<file path="config.mk">
export PLATFORM = sky130hd
export DESIGN_NAME = sbc_supervisory_pin_control
export DESIGN_NICKNAME = d
export VERILOG_FILES = /design/src/inc/sbc_pkg.sv /design/src/core/sbc_supervisory_pin_control.sv
export SDC_FILE = /design/constraint.sdc
export NUM_CORES = 1
export LEC_CHECK = 0
export BUFFER_PORTS_ARGS = -buffer_cell sky130_fd_sc_hd__buf_2
export CAP_MARGIN = 40
export CORE_UTILIZATION = 55
export DETAILED_ROUTE_END_ITERATION = 10
export HOLD_SLACK_MARGIN = 0.08
export PLACE_DENSITY = 0.79
export RECOVER_POWER = 100
export SYNTH_ARGS = -nofsm -noshare
export SYNTH_HDL_FRONTEND = slang
export SYNTH_SLANG_ARGS = --single-unit
export TNS_END_PERCENT = 20
</file>
<file path="constraint.sdc">
create_clock -name clk -period 2.38 [get_ports clk]
set_input_delay 0.476 -clock clk [delete_from_list [all_inputs] [get_ports clk]]
set_output_delay 0.476 -clock clk [all_outputs]
set_load 0.02 [all_outputs]
</file>
<file path="src/inc/sbc_pkg.sv">
// constants and types for the supervisory pin control block
package sbc_pkg;
    localparam int CLK_MHZ = 100;
    // interrupt pulse lengths in microseconds, selected by pulse_long
    localparam int INT_PULSE_SHORT_US = 25;
    localparam int INT_PULSE_LONG_US = 100;
    localparam int INT_PULSE_SHORT_CYC = INT_PULSE_SHORT_US * CLK_MHZ;
    localparam int INT_PULSE_LONG_CYC = INT_PULSE_LONG_US * CLK_MHZ;
    // reset line sense must disagree this long before a fault is flagged
    localparam int RST_SENSE_US = 10;
    localparam int RST_SENSE_CYC = RST_SENSE_US * CLK_MHZ;
    localparam int CNT_W = 14;
    localparam logic [2:0] MUX_RESET = 3'h0;
    localparam logic [2:0] MUX_LAST = 3'h6;
    localparam logic [1:0] IO_INPUT = 2'h0;
    localparam logic [1:0] IO_HIGH_SIDE = 2'h1;
    localparam logic [1:0] IO_LOW_SIDE = 2'h2;
    localparam logic [1:0] IO_HIGH_Z = 2'h3;
    localparam logic [1:0] SAFE_CODE_RESET = 2'h0;

    typedef enum logic [1:0] {
        SBC_DBG_OFF = 2'b00,
        SBC_DBG_ON = 2'b01,
        SBC_DBG_DONE = 2'b10
    } sbc_dbg_e;
endpackage

</file>
<file path="src/core/sbc_supervisory_pin_control.sv">
// supervisory control: aux regulator, undervoltage, io, mux, debug, safe
`timescale 1ns/1ps
`default_nettype none

////////////////////////////////////////////////////////////////////////////
//
// Contract
// - aux regulator off after reset; only host writes switch it on
// - aux regulator level selects 5.0 V or 3.3 V by host setting
// - aux undervoltage or overcurrent turns it off, flags, may interrupt
// - upper undervoltage crossing yields reset or interrupt, host chooses
// - lower threshold option, in normal mode only: interrupt at upper, reset only at lower
// - undervoltage reset stays active in low power supply on mode
// - reset line level monitored; stuck line flags a fault
// - io pins inputs at reset; host sets high side, low side, high-z
// - low power holds io state unless cyclic sense is on; io overload protection off there
// - cyclic sense: pin 0 drives, pins 1 to 3 are wake inputs
// - analog output source is one of seven host-selected signals
// - internal current load resistor connected by host setting
// - mux selection writes ignored while transceiver supply is off
// - debug window sampled on leaving init reset enters debug mode
// - debug mode needs no watchdog refresh; debug flag readable
// - leaving the debug window ends debug and restores watchdog
// - host exit command ends debug even with debug voltage present
// - safe mode from resistor code unless overridden; not in debug
// - safe output driven low whenever a fault event is detected
// - interrupt line holds low or pulses low; host picks style, length
module sbc_supervisory_pin_control (
    input wire logic clk,
    input wire logic reset_n,
    // host configuration writes
    input wire logic aux_on_wr,
    input wire logic aux_off_wr,
    input wire logic aux_sel_3v3,
    input wire logic uv_upper_is_int,
    input wire logic uv_lower_sel,
    input wire logic io_cfg_wr,
    input wire logic [7:0] io_cfg,
    input wire logic cyclic_sense_en,
    input wire logic mux_sel_wr,
    input wire logic [2:0] mux_sel,
    input wire logic load_res_en,
    input wire logic debug_exit_wr,
    input wire logic safe_ovr_en,
    input wire logic [1:0] safe_ovr_code,
    input wire logic int_pulse_mode,
    input wire logic pulse_long,
    input wire logic aux_int_en,
    input wire logic flag_clr,
    // mode inputs from the mode state machine
    input wire logic normal_mode,
    input wire logic low_power_mode,
    input wire logic low_power_supply_on_mode,
    input wire logic init_reset_exit,
    input wire logic transceiver_supply_on,
    input wire logic fault_event,
    input wire logic [1:0] safe_res_code,
    // analog comparator pins
    input wire logic aux_uv_cmp,
    input wire logic aux_oc_cmp,
    input wire logic uv_upper_cmp,
    input wire logic uv_lower_cmp,
    input wire logic debug_window_cmp,
    input wire logic reset_line_sense,
    input wire logic [3:0] io_pin_in,
    // outputs
    output logic aux_regulator_en,
    output logic aux_regulator_3v3,
    output logic aux_fault_flag,
    output logic reset_req,
    output logic reset_line_fault,
    output logic [7:0] io_mode,
    output logic io_protect_en,
    output logic [3:0] wake_in,
    output logic [2:0] analog_select,
    output logic load_res_on,
    output logic debug_mode,
    output logic watchdog_en,
    output logic [1:0] safe_mode_code,
    output logic fail_safe_out_n,
    output logic interrupt_out_n
);
    import sbc_pkg::*;

    ////////////////////////////////////////////////////////////////////////
    // comparator synchronisers
    logic [9:0] cmp_meta_r;
    logic [9:0] cmp_r;
    logic aux_uv_s, aux_oc_s, uv_up_s, uv_lo_s, dbg_win_s, rst_sense_s;
    logic [3:0] io_in_s;

    always_ff @(posedge clk) begin
        if (!reset_n) begin
            cmp_meta_r <= 10'h000;
            cmp_r <= 10'h000;
        end else begin
            cmp_meta_r <= {io_pin_in, reset_line_sense, debug_window_cmp,
                uv_lower_cmp, uv_upper_cmp, aux_oc_cmp, aux_uv_cmp};
            cmp_r <= cmp_meta_r;
        end
    end
    assign {io_in_s, rst_sense_s, dbg_win_s, uv_lo_s, uv_up_s,
        aux_oc_s, aux_uv_s} = cmp_r;

    ////////////////////////////////////////////////////////////////////////
    // aux regulator
    logic aux_trip;
    assign aux_trip = aux_regulator_en && (aux_uv_s || aux_oc_s);

    always_ff @(posedge clk) begin
        if (!reset_n) begin
            aux_regulator_en <= 1'b0;
        end else if (aux_trip) begin
            aux_regulator_en <= 1'b0;
        end else if (aux_on_wr) begin
            aux_regulator_en <= 1'b1;
        end else if (aux_off_wr) begin
            aux_regulator_en <= 1'b0;
        end
    end

    always_ff @(posedge clk) begin
        if (!reset_n) begin
            aux_regulator_3v3 <= 1'b0;
        end else begin
            aux_regulator_3v3 <= aux_sel_3v3;
        end
    end

    // set wins over clear so a trip in the clear cycle is kept
    always_ff @(posedge clk) begin
        if (!reset_n) begin
            aux_fault_flag <= 1'b0;
        end else if (aux_trip) begin
            aux_fault_flag <= 1'b1;
        end else if (flag_clr) begin
            aux_fault_flag <= 1'b0;
        end
    end

    ////////////////////////////////////////////////////////////////////////
    // undervoltage reset or interrupt
    logic uv_up_d_r;
    logic uv_int_evt;
    logic uv_reset;
    logic lower_active;
    assign lower_active = uv_lower_sel && normal_mode;
    // upper crossing interrupts when chosen, or under lower threshold option in normal mode
    assign uv_int_evt = uv_up_s && !uv_up_d_r &&
        (uv_upper_is_int || lower_active);
    // monitoring is not gated by low power supply on mode
    assign uv_reset = lower_active ? uv_lo_s :
        (uv_up_s && !uv_upper_is_int);

    always_ff @(posedge clk) begin
        if (!reset_n) begin
            uv_up_d_r <= 1'b0;
            reset_req <= 1'b0;
        end else begin
            uv_up_d_r <= uv_up_s;
            reset_req <= uv_reset;
        end
    end

    ////////////////////////////////////////////////////////////////////////
    // reset line sense: compare sensed level with driven level
    logic [CNT_W-1:0] rst_cnt_r;
    logic rst_mismatch;
    assign rst_mismatch = rst_sense_s == reset_req;

    always_ff @(posedge clk) begin
        if (!reset_n) begin
            rst_cnt_r <= '0;
        end else if (!rst_mismatch) begin
            rst_cnt_r <= '0;
        end else if (rst_cnt_r != CNT_W'(RST_SENSE_CYC)) begin
            rst_cnt_r <= rst_cnt_r + 1'b1;
        end
    end

    always_ff @(posedge clk) begin
        if (!reset_n) begin
            reset_line_fault <= 1'b0;
        end else if (rst_cnt_r == CNT_W'(RST_SENSE_CYC)) begin
            reset_line_fault <= 1'b1;
        end else if (flag_clr) begin
            reset_line_fault <= 1'b0;
        end
    end

    ////////////////////////////////////////////////////////////////////////
    // configurable io
    always_ff @(posedge clk) begin
        if (!reset_n) begin
            io_mode <= {4{IO_INPUT}};
        end else if (cyclic_sense_en) begin
            // pin 0 keeps its driver setting, others become inputs
            io_mode <= {{3{IO_INPUT}}, io_mode[1:0]};
        end else if (io_cfg_wr && !low_power_mode) begin
            io_mode <= io_cfg;
        end
    end

    always_ff @(posedge clk) begin
        if (!reset_n) begin
            io_protect_en <= 1'b1;
            wake_in <= 4'h0;
        end else begin
            io_protect_en <= !low_power_mode;
            wake_in <= cyclic_sense_en ? {io_in_s[3:1], 1'b0}
                : io_in_s;
        end
    end

    ////////////////////////////////////////////////////////////////////////
    // analog monitor select
    always_ff @(posedge clk) begin
        if (!reset_n) begin
            analog_select <= MUX_RESET;
        end else if (mux_sel_wr && transceiver_supply_on
            && mux_sel <= MUX_LAST) begin
            analog_select <= mux_sel;
        end
    end

    always_ff @(posedge clk) begin
        if (!reset_n) begin
            load_res_on <= 1'b0;
        end else begin
            load_res_on <= load_res_en;
        end
    end

    ////////////////////////////////////////////////////////////////////////
    // debug mode; once left it is not re-entered until reset
    sbc_dbg_e dbg_r;

    always_ff @(posedge clk) begin
        if (!reset_n) begin
            dbg_r <= SBC_DBG_OFF;
        end else begin
            unique case (dbg_r)
                SBC_DBG_OFF: begin
                    if (init_reset_exit && dbg_win_s) begin
                        dbg_r <= SBC_DBG_ON;
                    end else if (init_reset_exit) begin
                        dbg_r <= SBC_DBG_DONE;
                    end
                end
                SBC_DBG_ON: begin
                    if (debug_exit_wr || !dbg_win_s) begin
                        dbg_r <= SBC_DBG_DONE;
                    end
                end
                SBC_DBG_DONE: dbg_r <= SBC_DBG_DONE;
                default: dbg_r <= SBC_DBG_DONE;
            endcase
        end
    end

    always_ff @(posedge clk) begin
        if (!reset_n) begin
            debug_mode <= 1'b0;
            watchdog_en <= 1'b1;
        end else begin
            debug_mode <= dbg_r == SBC_DBG_ON;
            watchdog_en <= dbg_r != SBC_DBG_ON;
        end
    end

    ////////////////////////////////////////////////////////////////////////
    // fail-safe selection and output
    always_ff @(posedge clk) begin
        if (!reset_n) begin
            safe_mode_code <= SAFE_CODE_RESET;
        end else if (safe_ovr_en) begin
            safe_mode_code <= safe_ovr_code;
        end else if (dbg_r != SBC_DBG_ON) begin
            safe_mode_code <= safe_res_code;
        end
    end

    always_ff @(posedge clk) begin
        if (!reset_n) begin
            fail_safe_out_n <= 1'b1;
        end else if (fault_event) begin
            fail_safe_out_n <= 1'b0;
        end else if (flag_clr) begin
            fail_safe_out_n <= 1'b1;
        end
    end

    ////////////////////////////////////////////////////////////////////////
    // interrupt output, level or pulse
    logic int_evt;
    logic int_level_r;
    logic [CNT_W-1:0] pulse_cnt_r;
    assign int_evt = (aux_trip && aux_int_en) || uv_int_evt;

    always_ff @(posedge clk) begin
        if (!reset_n) begin
            int_level_r <= 1'b0;
        end else if (int_evt) begin
            int_level_r <= 1'b1;
        end else if (flag_clr) begin
            int_level_r <= 1'b0;
        end
    end

    always_ff @(posedge clk) begin
        if (!reset_n) begin
            pulse_cnt_r <= '0;
        end else if (int_evt) begin
            pulse_cnt_r <= pulse_long ? CNT_W'(INT_PULSE_LONG_CYC)
                : CNT_W'(INT_PULSE_SHORT_CYC);
        end else if (pulse_cnt_r != '0) begin
            pulse_cnt_r <= pulse_cnt_r - 1'b1;
        end
    end

    always_ff @(posedge clk) begin
        if (!reset_n) begin
            interrupt_out_n <= 1'b1;
        end else if (int_pulse_mode) begin
            interrupt_out_n <= !(int_evt || pulse_cnt_r > 1);
        end else begin
            interrupt_out_n <= !(int_evt || int_level_r);
        end
    end
endmodule

`default_nettype wire

</file>
==> results of run 1 <==
-- flip-flops by register name (all words and copies together), names as in the netlist, 2 cells and up --
| name | cells |
|---|---|
| analog_select | 3 |
| safe_mode_code | 2 |
| wake_in | 4 |
| dbg_r | 2 |
| pulse_cnt_r | 14 |
| cmp_r | 10 |
| cmp_meta_r | 10 |
| io_mode | 8 |
| rst_cnt_r | 14 |
-- worst max-delay path: cells and delay by family (launching register included) --
kind | cells | cell delay, ps
AND/OR/NAND/NOR | 4 | 910
flip-flops | 1 | 350
adder cells (fa/ha/maj) | 1 | 200
XOR/XNOR | 1 | 150
buffers and inverters | 1 | 70
-- layer usage --
metal | GRT usage [%] | vias up | part of all wire, %
met5 | 0 | - | 0
met4 | 8.077 | 0 | 1.3
met3 | 5.389 | 8 | 4.9
met2 | 34.82 | 59 | 47
met1 | 24.66 | 1059 | 47
li1 | - | 1218 | -
-- cell usage in the layout, fill, tap and decap left out, types with 2 or more instances in the layout --
cell / n
clkbuf_1: 31
nand2_1: 14
and2_0: 7
ha_1: 4
clkbuf_8: 9
bufinv_16: 2
xnor2_1: 12
nor2b_1: 3
and2_1: 19
nor2_1: 47
nor4_1: 4
and4_1: 2
mux2i_1: 10
o21ai_0: 5
a31oi_1: 2
nand2b_1: 8
dfxtp_1: 80
inv_1: 11
a211oi_1: 2
and3_1: 4
a21oi_1: 19
xor2_1: 12
nand3_1: 11
nand4_1: 3
buf_2: 45
o221a_2: 3
o22ai_1: 2
nor3_1: 3
-- power by group through the flow --
stage | logic, W | clock network [W] | registers [W]
after global placement | 0.000810 | 0 | 0.00163
after floorplan | 0.000635 | 0 | 0.00163
after CTS | 0.000839 | 0.00107 | 0.00160
after detailed placement | 0.000831 | 0 | 0.00163
final | 0.000813 | 0.00106 | 0.00160
after global routing | 0.000906 | 0.00114 | 0.00162
-- final cells by class --
class / instances / area, um2 / area share (%)
clock buffer: 10 / 127.6 / 3.526
clock inverter: 5 / 81.33 / 2.247
inverter: 11 / 41.29 / 1.141
multi-input combinational: 214 / 1335 / 36.88
sequential: 80 / 1602 / 44.24
tap: 70 / 87.58 / 2.420
timing repair buffer: 76 / 345.3 / 9.540
-- kinds of logic after synthesis --
group | Yosys count | synth area share [%]
fa+ha+maj | 4 | 1.656
simple gates | 136 | 23.93
flops | 80 | 53.00
compound gates | 40 | 8.778
buf+inv | 19 | 2.360
xor+xnor | 24 | 6.956
mux | 10 | 3.313
-- worst min path at each step --
stage | slack (ps) | depth (start not counted) | from | end
5_1_grt | 290 | 2 | low_power_mode | io_protect_en
3_3_place_gp | 400 | 2 | cmp_r[6] | wake_in[0]
2_1_floorplan | 390 | 2 | cmp_r[6] | wake_in[0]
3_5_place_dp | 410 | 2 | cmp_r[6] | wake_in[0]
6_report | 300 | 2 | low_power_mode | io_protect_en
4_1_cts | 300 | 2 | low_power_mode | io_protect_en
-- metrics by stage --
step / worst slack [ps] / hold slack, ps / total power, W / util (%) / area, um2
finish: 588.2 / 304.2 / 0.003472 / 69.54 / 3620
global route: 381.3 / 289.0 / 0.003669 / 69.54 / 3620
CTS: 656.9 / 297.0 / 0.003507 / 70.58 / 3674
detailed placement: 469.6 / 405.9 / 0.002459 / 66.56 / 3465
global placement: 464.3 / 396.0 / 0.002436 / 66.56 / 3465
floorplan: 748.8 / 393.6 / 0.002267 / - / 3022
==> run metrics, run 1 <==
run status completed; root buf cell clkbuf_8; TritonRoute pass-1 iters 4; EDFF count, synth 0; residual DRC count 0; Largest stage delay, worst path 460 ps; die extent in y 76.12 um; Critical Path Source Type flop; starting density of the core 58.05%; Fmax 558.1 MHz; RR Startpoint pulse_cnt_r[0]; endpoints failing setup 0; NetSw 0.001035 W; Post-CTS Setup Inserts 0; Cells after Synth 313; pin count of the biggest net entering global routing 25; H-tree levels 3; total CTS buffers 9; Critical Path Slowest Stage Cell nand4b_1; r2r worst-path depth 7; vias per cell 5.030; Syn Area/Cell 9.654 um2; r2r endpoint pulse_cnt_r[5]; final setup TNS 0 ps; Syn. warnings 0; PostCTS Resize Cnt 0; clock transition at the registers of the reported paths 80 ps; Worst Path Max Fanout 9; ys flop type dfxtp_1; placed cells 451; top post-synthesis cells by count dfxtp_1, nor2_1, and2_1, a21oi_1, nand2_1; number of antenna-violating nets in the routed design 0; layout cells sized above 1 17.17%; # port buffers 74; Comb power frac 23.4%; max_slew headroom 49.52%; Clk pwr share 30.4%; register area share after synthesis 53.00%; synth unique cells 43; die area 0.005794 mm2; PD cells 959.2 mW/mm2; most numerous cell in the Yosys netlist dfxtp_1; Layout Skew 11.28 ps; antenna diode count 0; number of antenna violations at the first check in global routing 0; Reg power frac 46.1%; Tot GR Track Use 20.47%; min Tclk post-route 1792 ps; final period utilization 75.29%; die width 76.12 um; Core Box Area 0.005205 mm2; Clk Latency, worst-skew pair 340 ps; max-slew violations 0; Net Sw Frac 29.82%; Std-Cell Rows 26; Register-to-Register Setup Slack 590 ps; VDD IR max 0.0006930 V; Hold WC Path Type input port to flop; Area Overhead vs Synth 19.79%; max_cap viols 0; DR vias 2344; grt ovf 0; Async SR Flop Fraction 0%; mapped cell area 0.003022 mm2; RSZ-0062 raised after global routing false; hold buffers post-CTS 0; CP endpoint kind flop; pin slew with the least headroom to its limit 757.3 ps; share of the synthesized area in the top cell type 53.00%; crit-path cells inv_1 > ha_1 > nand2b_1 > nand4b_1 > nand3_1 > xor2_1 > nor2_1; critical path class flop to flop; DPL Wire Length 3995 um; CTS tree done; Nets 444; vias in the first global route 2208; Layout Cells excl Fill 466; leakage 1.497 nW; routed wire length 5680 um; CP Launch Point pulse_cnt_r[0]; number of synthesized register bits 80; CTS Sinks 80; gpl congestion 0.7950; DRT iter0 DRCs 92; CTS max path bufs 2; cell taking the most area after synthesis dfxtp_1; Pint 0.002437 W; Critical Path RT 2610 ps; I/O Pins 76; Final Hold Viols 0; global-route wire length before repair 9397 um; top cells by area, synth dfxtp_1, nor2_1, and2_1, xnor2_1, xor2_1; Syn Nets 365; arrival time at the worst endpoint 2020 ps; Fillers 433; Critical Path Sink pulse_cnt_r[5]; Routed wire per std cell 12.19 um
Power figures use the tool's default switching activity.
==> inputs of run 2 (changes only) <==
--- a/config.mk
+++ b/config.mk
@@ -7,10 +7,10 @@
 export LEC_CHECK = 0
 export BUFFER_PORTS_ARGS = -buffer_cell sky130_fd_sc_hd__buf_2
 export CAP_MARGIN = 40
-export CORE_UTILIZATION = 55
+export CORE_UTILIZATION = 47
 export DETAILED_ROUTE_END_ITERATION = 10
 export HOLD_SLACK_MARGIN = 0.08
-export PLACE_DENSITY = 0.79
+export PLACE_DENSITY = 0.72
 export RECOVER_POWER = 100
 export SYNTH_ARGS = -nofsm -noshare
 export SYNTH_HDL_FRONTEND = slang
==> constraint.sdc (replaced) <==
create_clock -name clk -period 1.6 [get_ports clk]
set_input_delay 0.32 -clock clk [delete_from_list [all_inputs] [get_ports clk]]
set_output_delay 0.32 -clock clk [all_outputs]
set_load 0.02 [all_outputs]
==> run 2 against run 1 <==
  * The run now ends with negative setup slack left
  * Clock skew fell by 0.77 ps
  * Fmax rose by 10%
  * Register-to-register slack worse by 620 ps
  * Sequential power is 49% higher
  * Clock power grew 30%
  * First-iteration DRC count down 32%
  * Critical path type unchanged
  * Global-route usage decreased by 2.4 points
  * Routed wire length rose by 5.8%
==> run metrics, run 2 (same netlist as run 1, synthesis figures left out) <==
Final WS setup -27.59 ps; max-slew violations 0; Worst Path Max Fanout 5; Tot GR Track Use 18.09%; hold buffers post-CTS 0; HP Start low_power_mode; RR Startpoint pulse_cnt_r[3]; max_slew headroom 46.54%; DPL Wire Length 4237 um; Reg power frac 42.9%; max_cap viols 0; Critical Path Sink pulse_cnt_r[11]; I/O Pins 76; grt ovf 0; PD cells 1430 mW/mm2; Critical Path RT 1830 ps; starting density of the core 49.86%; Finished Cell Area 0.003882 mm2; crit-path cells nor4_4 > nand2_2 > nor3b_1 > xnor2_1 > o22ai_1; Layout Skew 10.51 ps; CTS max path bufs 2; min Tclk post-route 1628 ps; Nets 474; H-tree levels 3; Fmax 614.4 MHz; number of antenna-violating nets in the routed design 0; global-route wire length before repair 9156 um; NetSw 0.001803 W; number of antenna violations at the first check in global routing 0; Fillers 515; gpl congestion 0.8233; die extent in y 82.18 um; Net Sw Frac 32.46%; # port buffers 74; die width 82.18 um; antenna diode count 0; leakage 1.646 nW; most frequent cells in the layout dfxtp_1, nor2_1, buf_2, clkbuf_1, buf_4; Hold WC Path Type input port to flop; CTS tree done; vias per cell 4.946; root buf cell clkbuf_8; Std-Cell Rows 28; Multi-input gate area 0.001390 mm2; DRT iter0 DRCs 63; final period utilization 101.7%; layout cells sized above 1 26.23%; endpoints failing setup 1; Critical Path Slowest Stage Cell nor4_4; Largest stage delay, worst path 390 ps; Final Hold Viols 0; die area 0.006754 mm2; WL met1 2635 um; Clk pwr share 24.8%; VDD IR max 0.0007424 V; Area after DPL 0.003659 mm2; worst slack, placed -112.0 ps; top sig layer met4; Core Box Area 0.006061 mm2; Register-to-Register Setup Slack -30 ps; Top Registers pulse_cnt_r (14), rst_cnt_r (14); placed cells 481; DR WL met2 3014 um; routed wire length 6011 um; pin count of the biggest net entering global routing 23; arrival time at the worst endpoint 1860 ps; WHS 139.6 ps; Layout Cells excl Fill 502; Area Overhead vs Synth 28.49%; Bufs and invs on worst path 0; Critical Path Source Type flop; TritonRoute pass-1 iters 4; RSZ-0062 raised after global routing true; clock transition at the registers of the reported paths 90 ps; Reg area 0.001607 mm2; failing checks negative setup slack; Pint 0.003751 W; r2r worst-path depth 5; critical path class flop to flop; CTS Sinks 80; Routed wire per std cell 11.97 um; Met3 Routed Length 314 um; most common cell after layout, fill and taps aside dfxtp_1; CP delay by family, top simple AND/OR/NAND/NOR gates; CP Launch Point pulse_cnt_r[3]; Critical Path Stages 5; pin slew with the least headroom to its limit 802.0 ps; r2r endpoint pulse_cnt_r[11]; DR vias 2483; vias in the first global route 2218; total CTS buffers 9; run status finished with violations; Comb power frac 32.3%; Clk Latency, worst-skew pair 350 ps; residual DRC count 0; CP endpoint kind flop
-- run 2: changes by cell type in the layout (fill, tap and decap cells not counted), moves of 2 or more --
cell and change:
clkbuf_1 -2, bufinv_16 -2, clkinv_4 +2, dfxtp_1 -2
inv_6 +2, nand2_1 -2, nand2_2 +2, buf_4 +27
clkbuf_2 +4
-- run 2: how the worst min path moves through the flow --
stage                               end  slack (ps)  depth (start not counted)
after floorplan           io_protect_en         380                          1
after global placement       wake_in[0]         390                          2
after detailed placement     wake_in[0]         400                          2
after CTS                 io_protect_en         130                          2
after global routing      io_protect_en         130                          2
final                     io_protect_en         140                          2
-- run 2: per-layer routing --
| layer | up-vias | GRT usage [%] |
|---|---|---|
| li1 | 1271 | - |
| met2 | 70 | 32.89 |
| met1 | 1134 | 19.00 |
| met4 | 0 | 6.140 |
| met3 | 8 | 6.813 |
| met5 | - | 0 |
-- run 2: power groups by stage --
stage | Combinational [W] | Clock [W] | Sequential, W
after floorplan | 0.000944 | 0 | 0.00243
after global placement | 0.00154 | 0 | 0.00240
after detailed placement | 0.00159 | 0 | 0.00240
after CTS | 0.00168 | 0.00143 | 0.00236
after global routing | 0.00198 | 0.00151 | 0.00241
final | 0.00179 | 0.00138 | 0.00238
-- run 2: timing repair --
item / in CTS / in global routing
setup buffers: 1 / 4
endpoints found under the setup margin: 4 / 12
pin swaps: 3 / 6
resized for setup: 4 / 8
-- run 2: per-stage QoR --
| stage | TNS (ps) | power [W] | utilization, % |
|---|---|---|---|
| 5_1_grt | -513.3 | 0.005905 | 64.06 |
| 6_report | -27.59 | 0.005554 | 64.06 |
| 3_5_place_dp | -355.2 | 0.003988 | 60.36 |
| 2_1_floorplan | 0 | 0.003372 | - |
| 4_1_cts | 0 | 0.005475 | 63.81 |
| 3_3_place_gp | -186.2 | 0.003943 | 60.36 |
-- run 2: cell type report --
cell class	count	area share, %
multi-input cells	214	35.80
well taps	75	2.417
flip-flops and latches	80	41.38
clock buffers	9	3.190
clock inverters	7	1.611
inverters	11	1.063
repair buffers	106	14.53
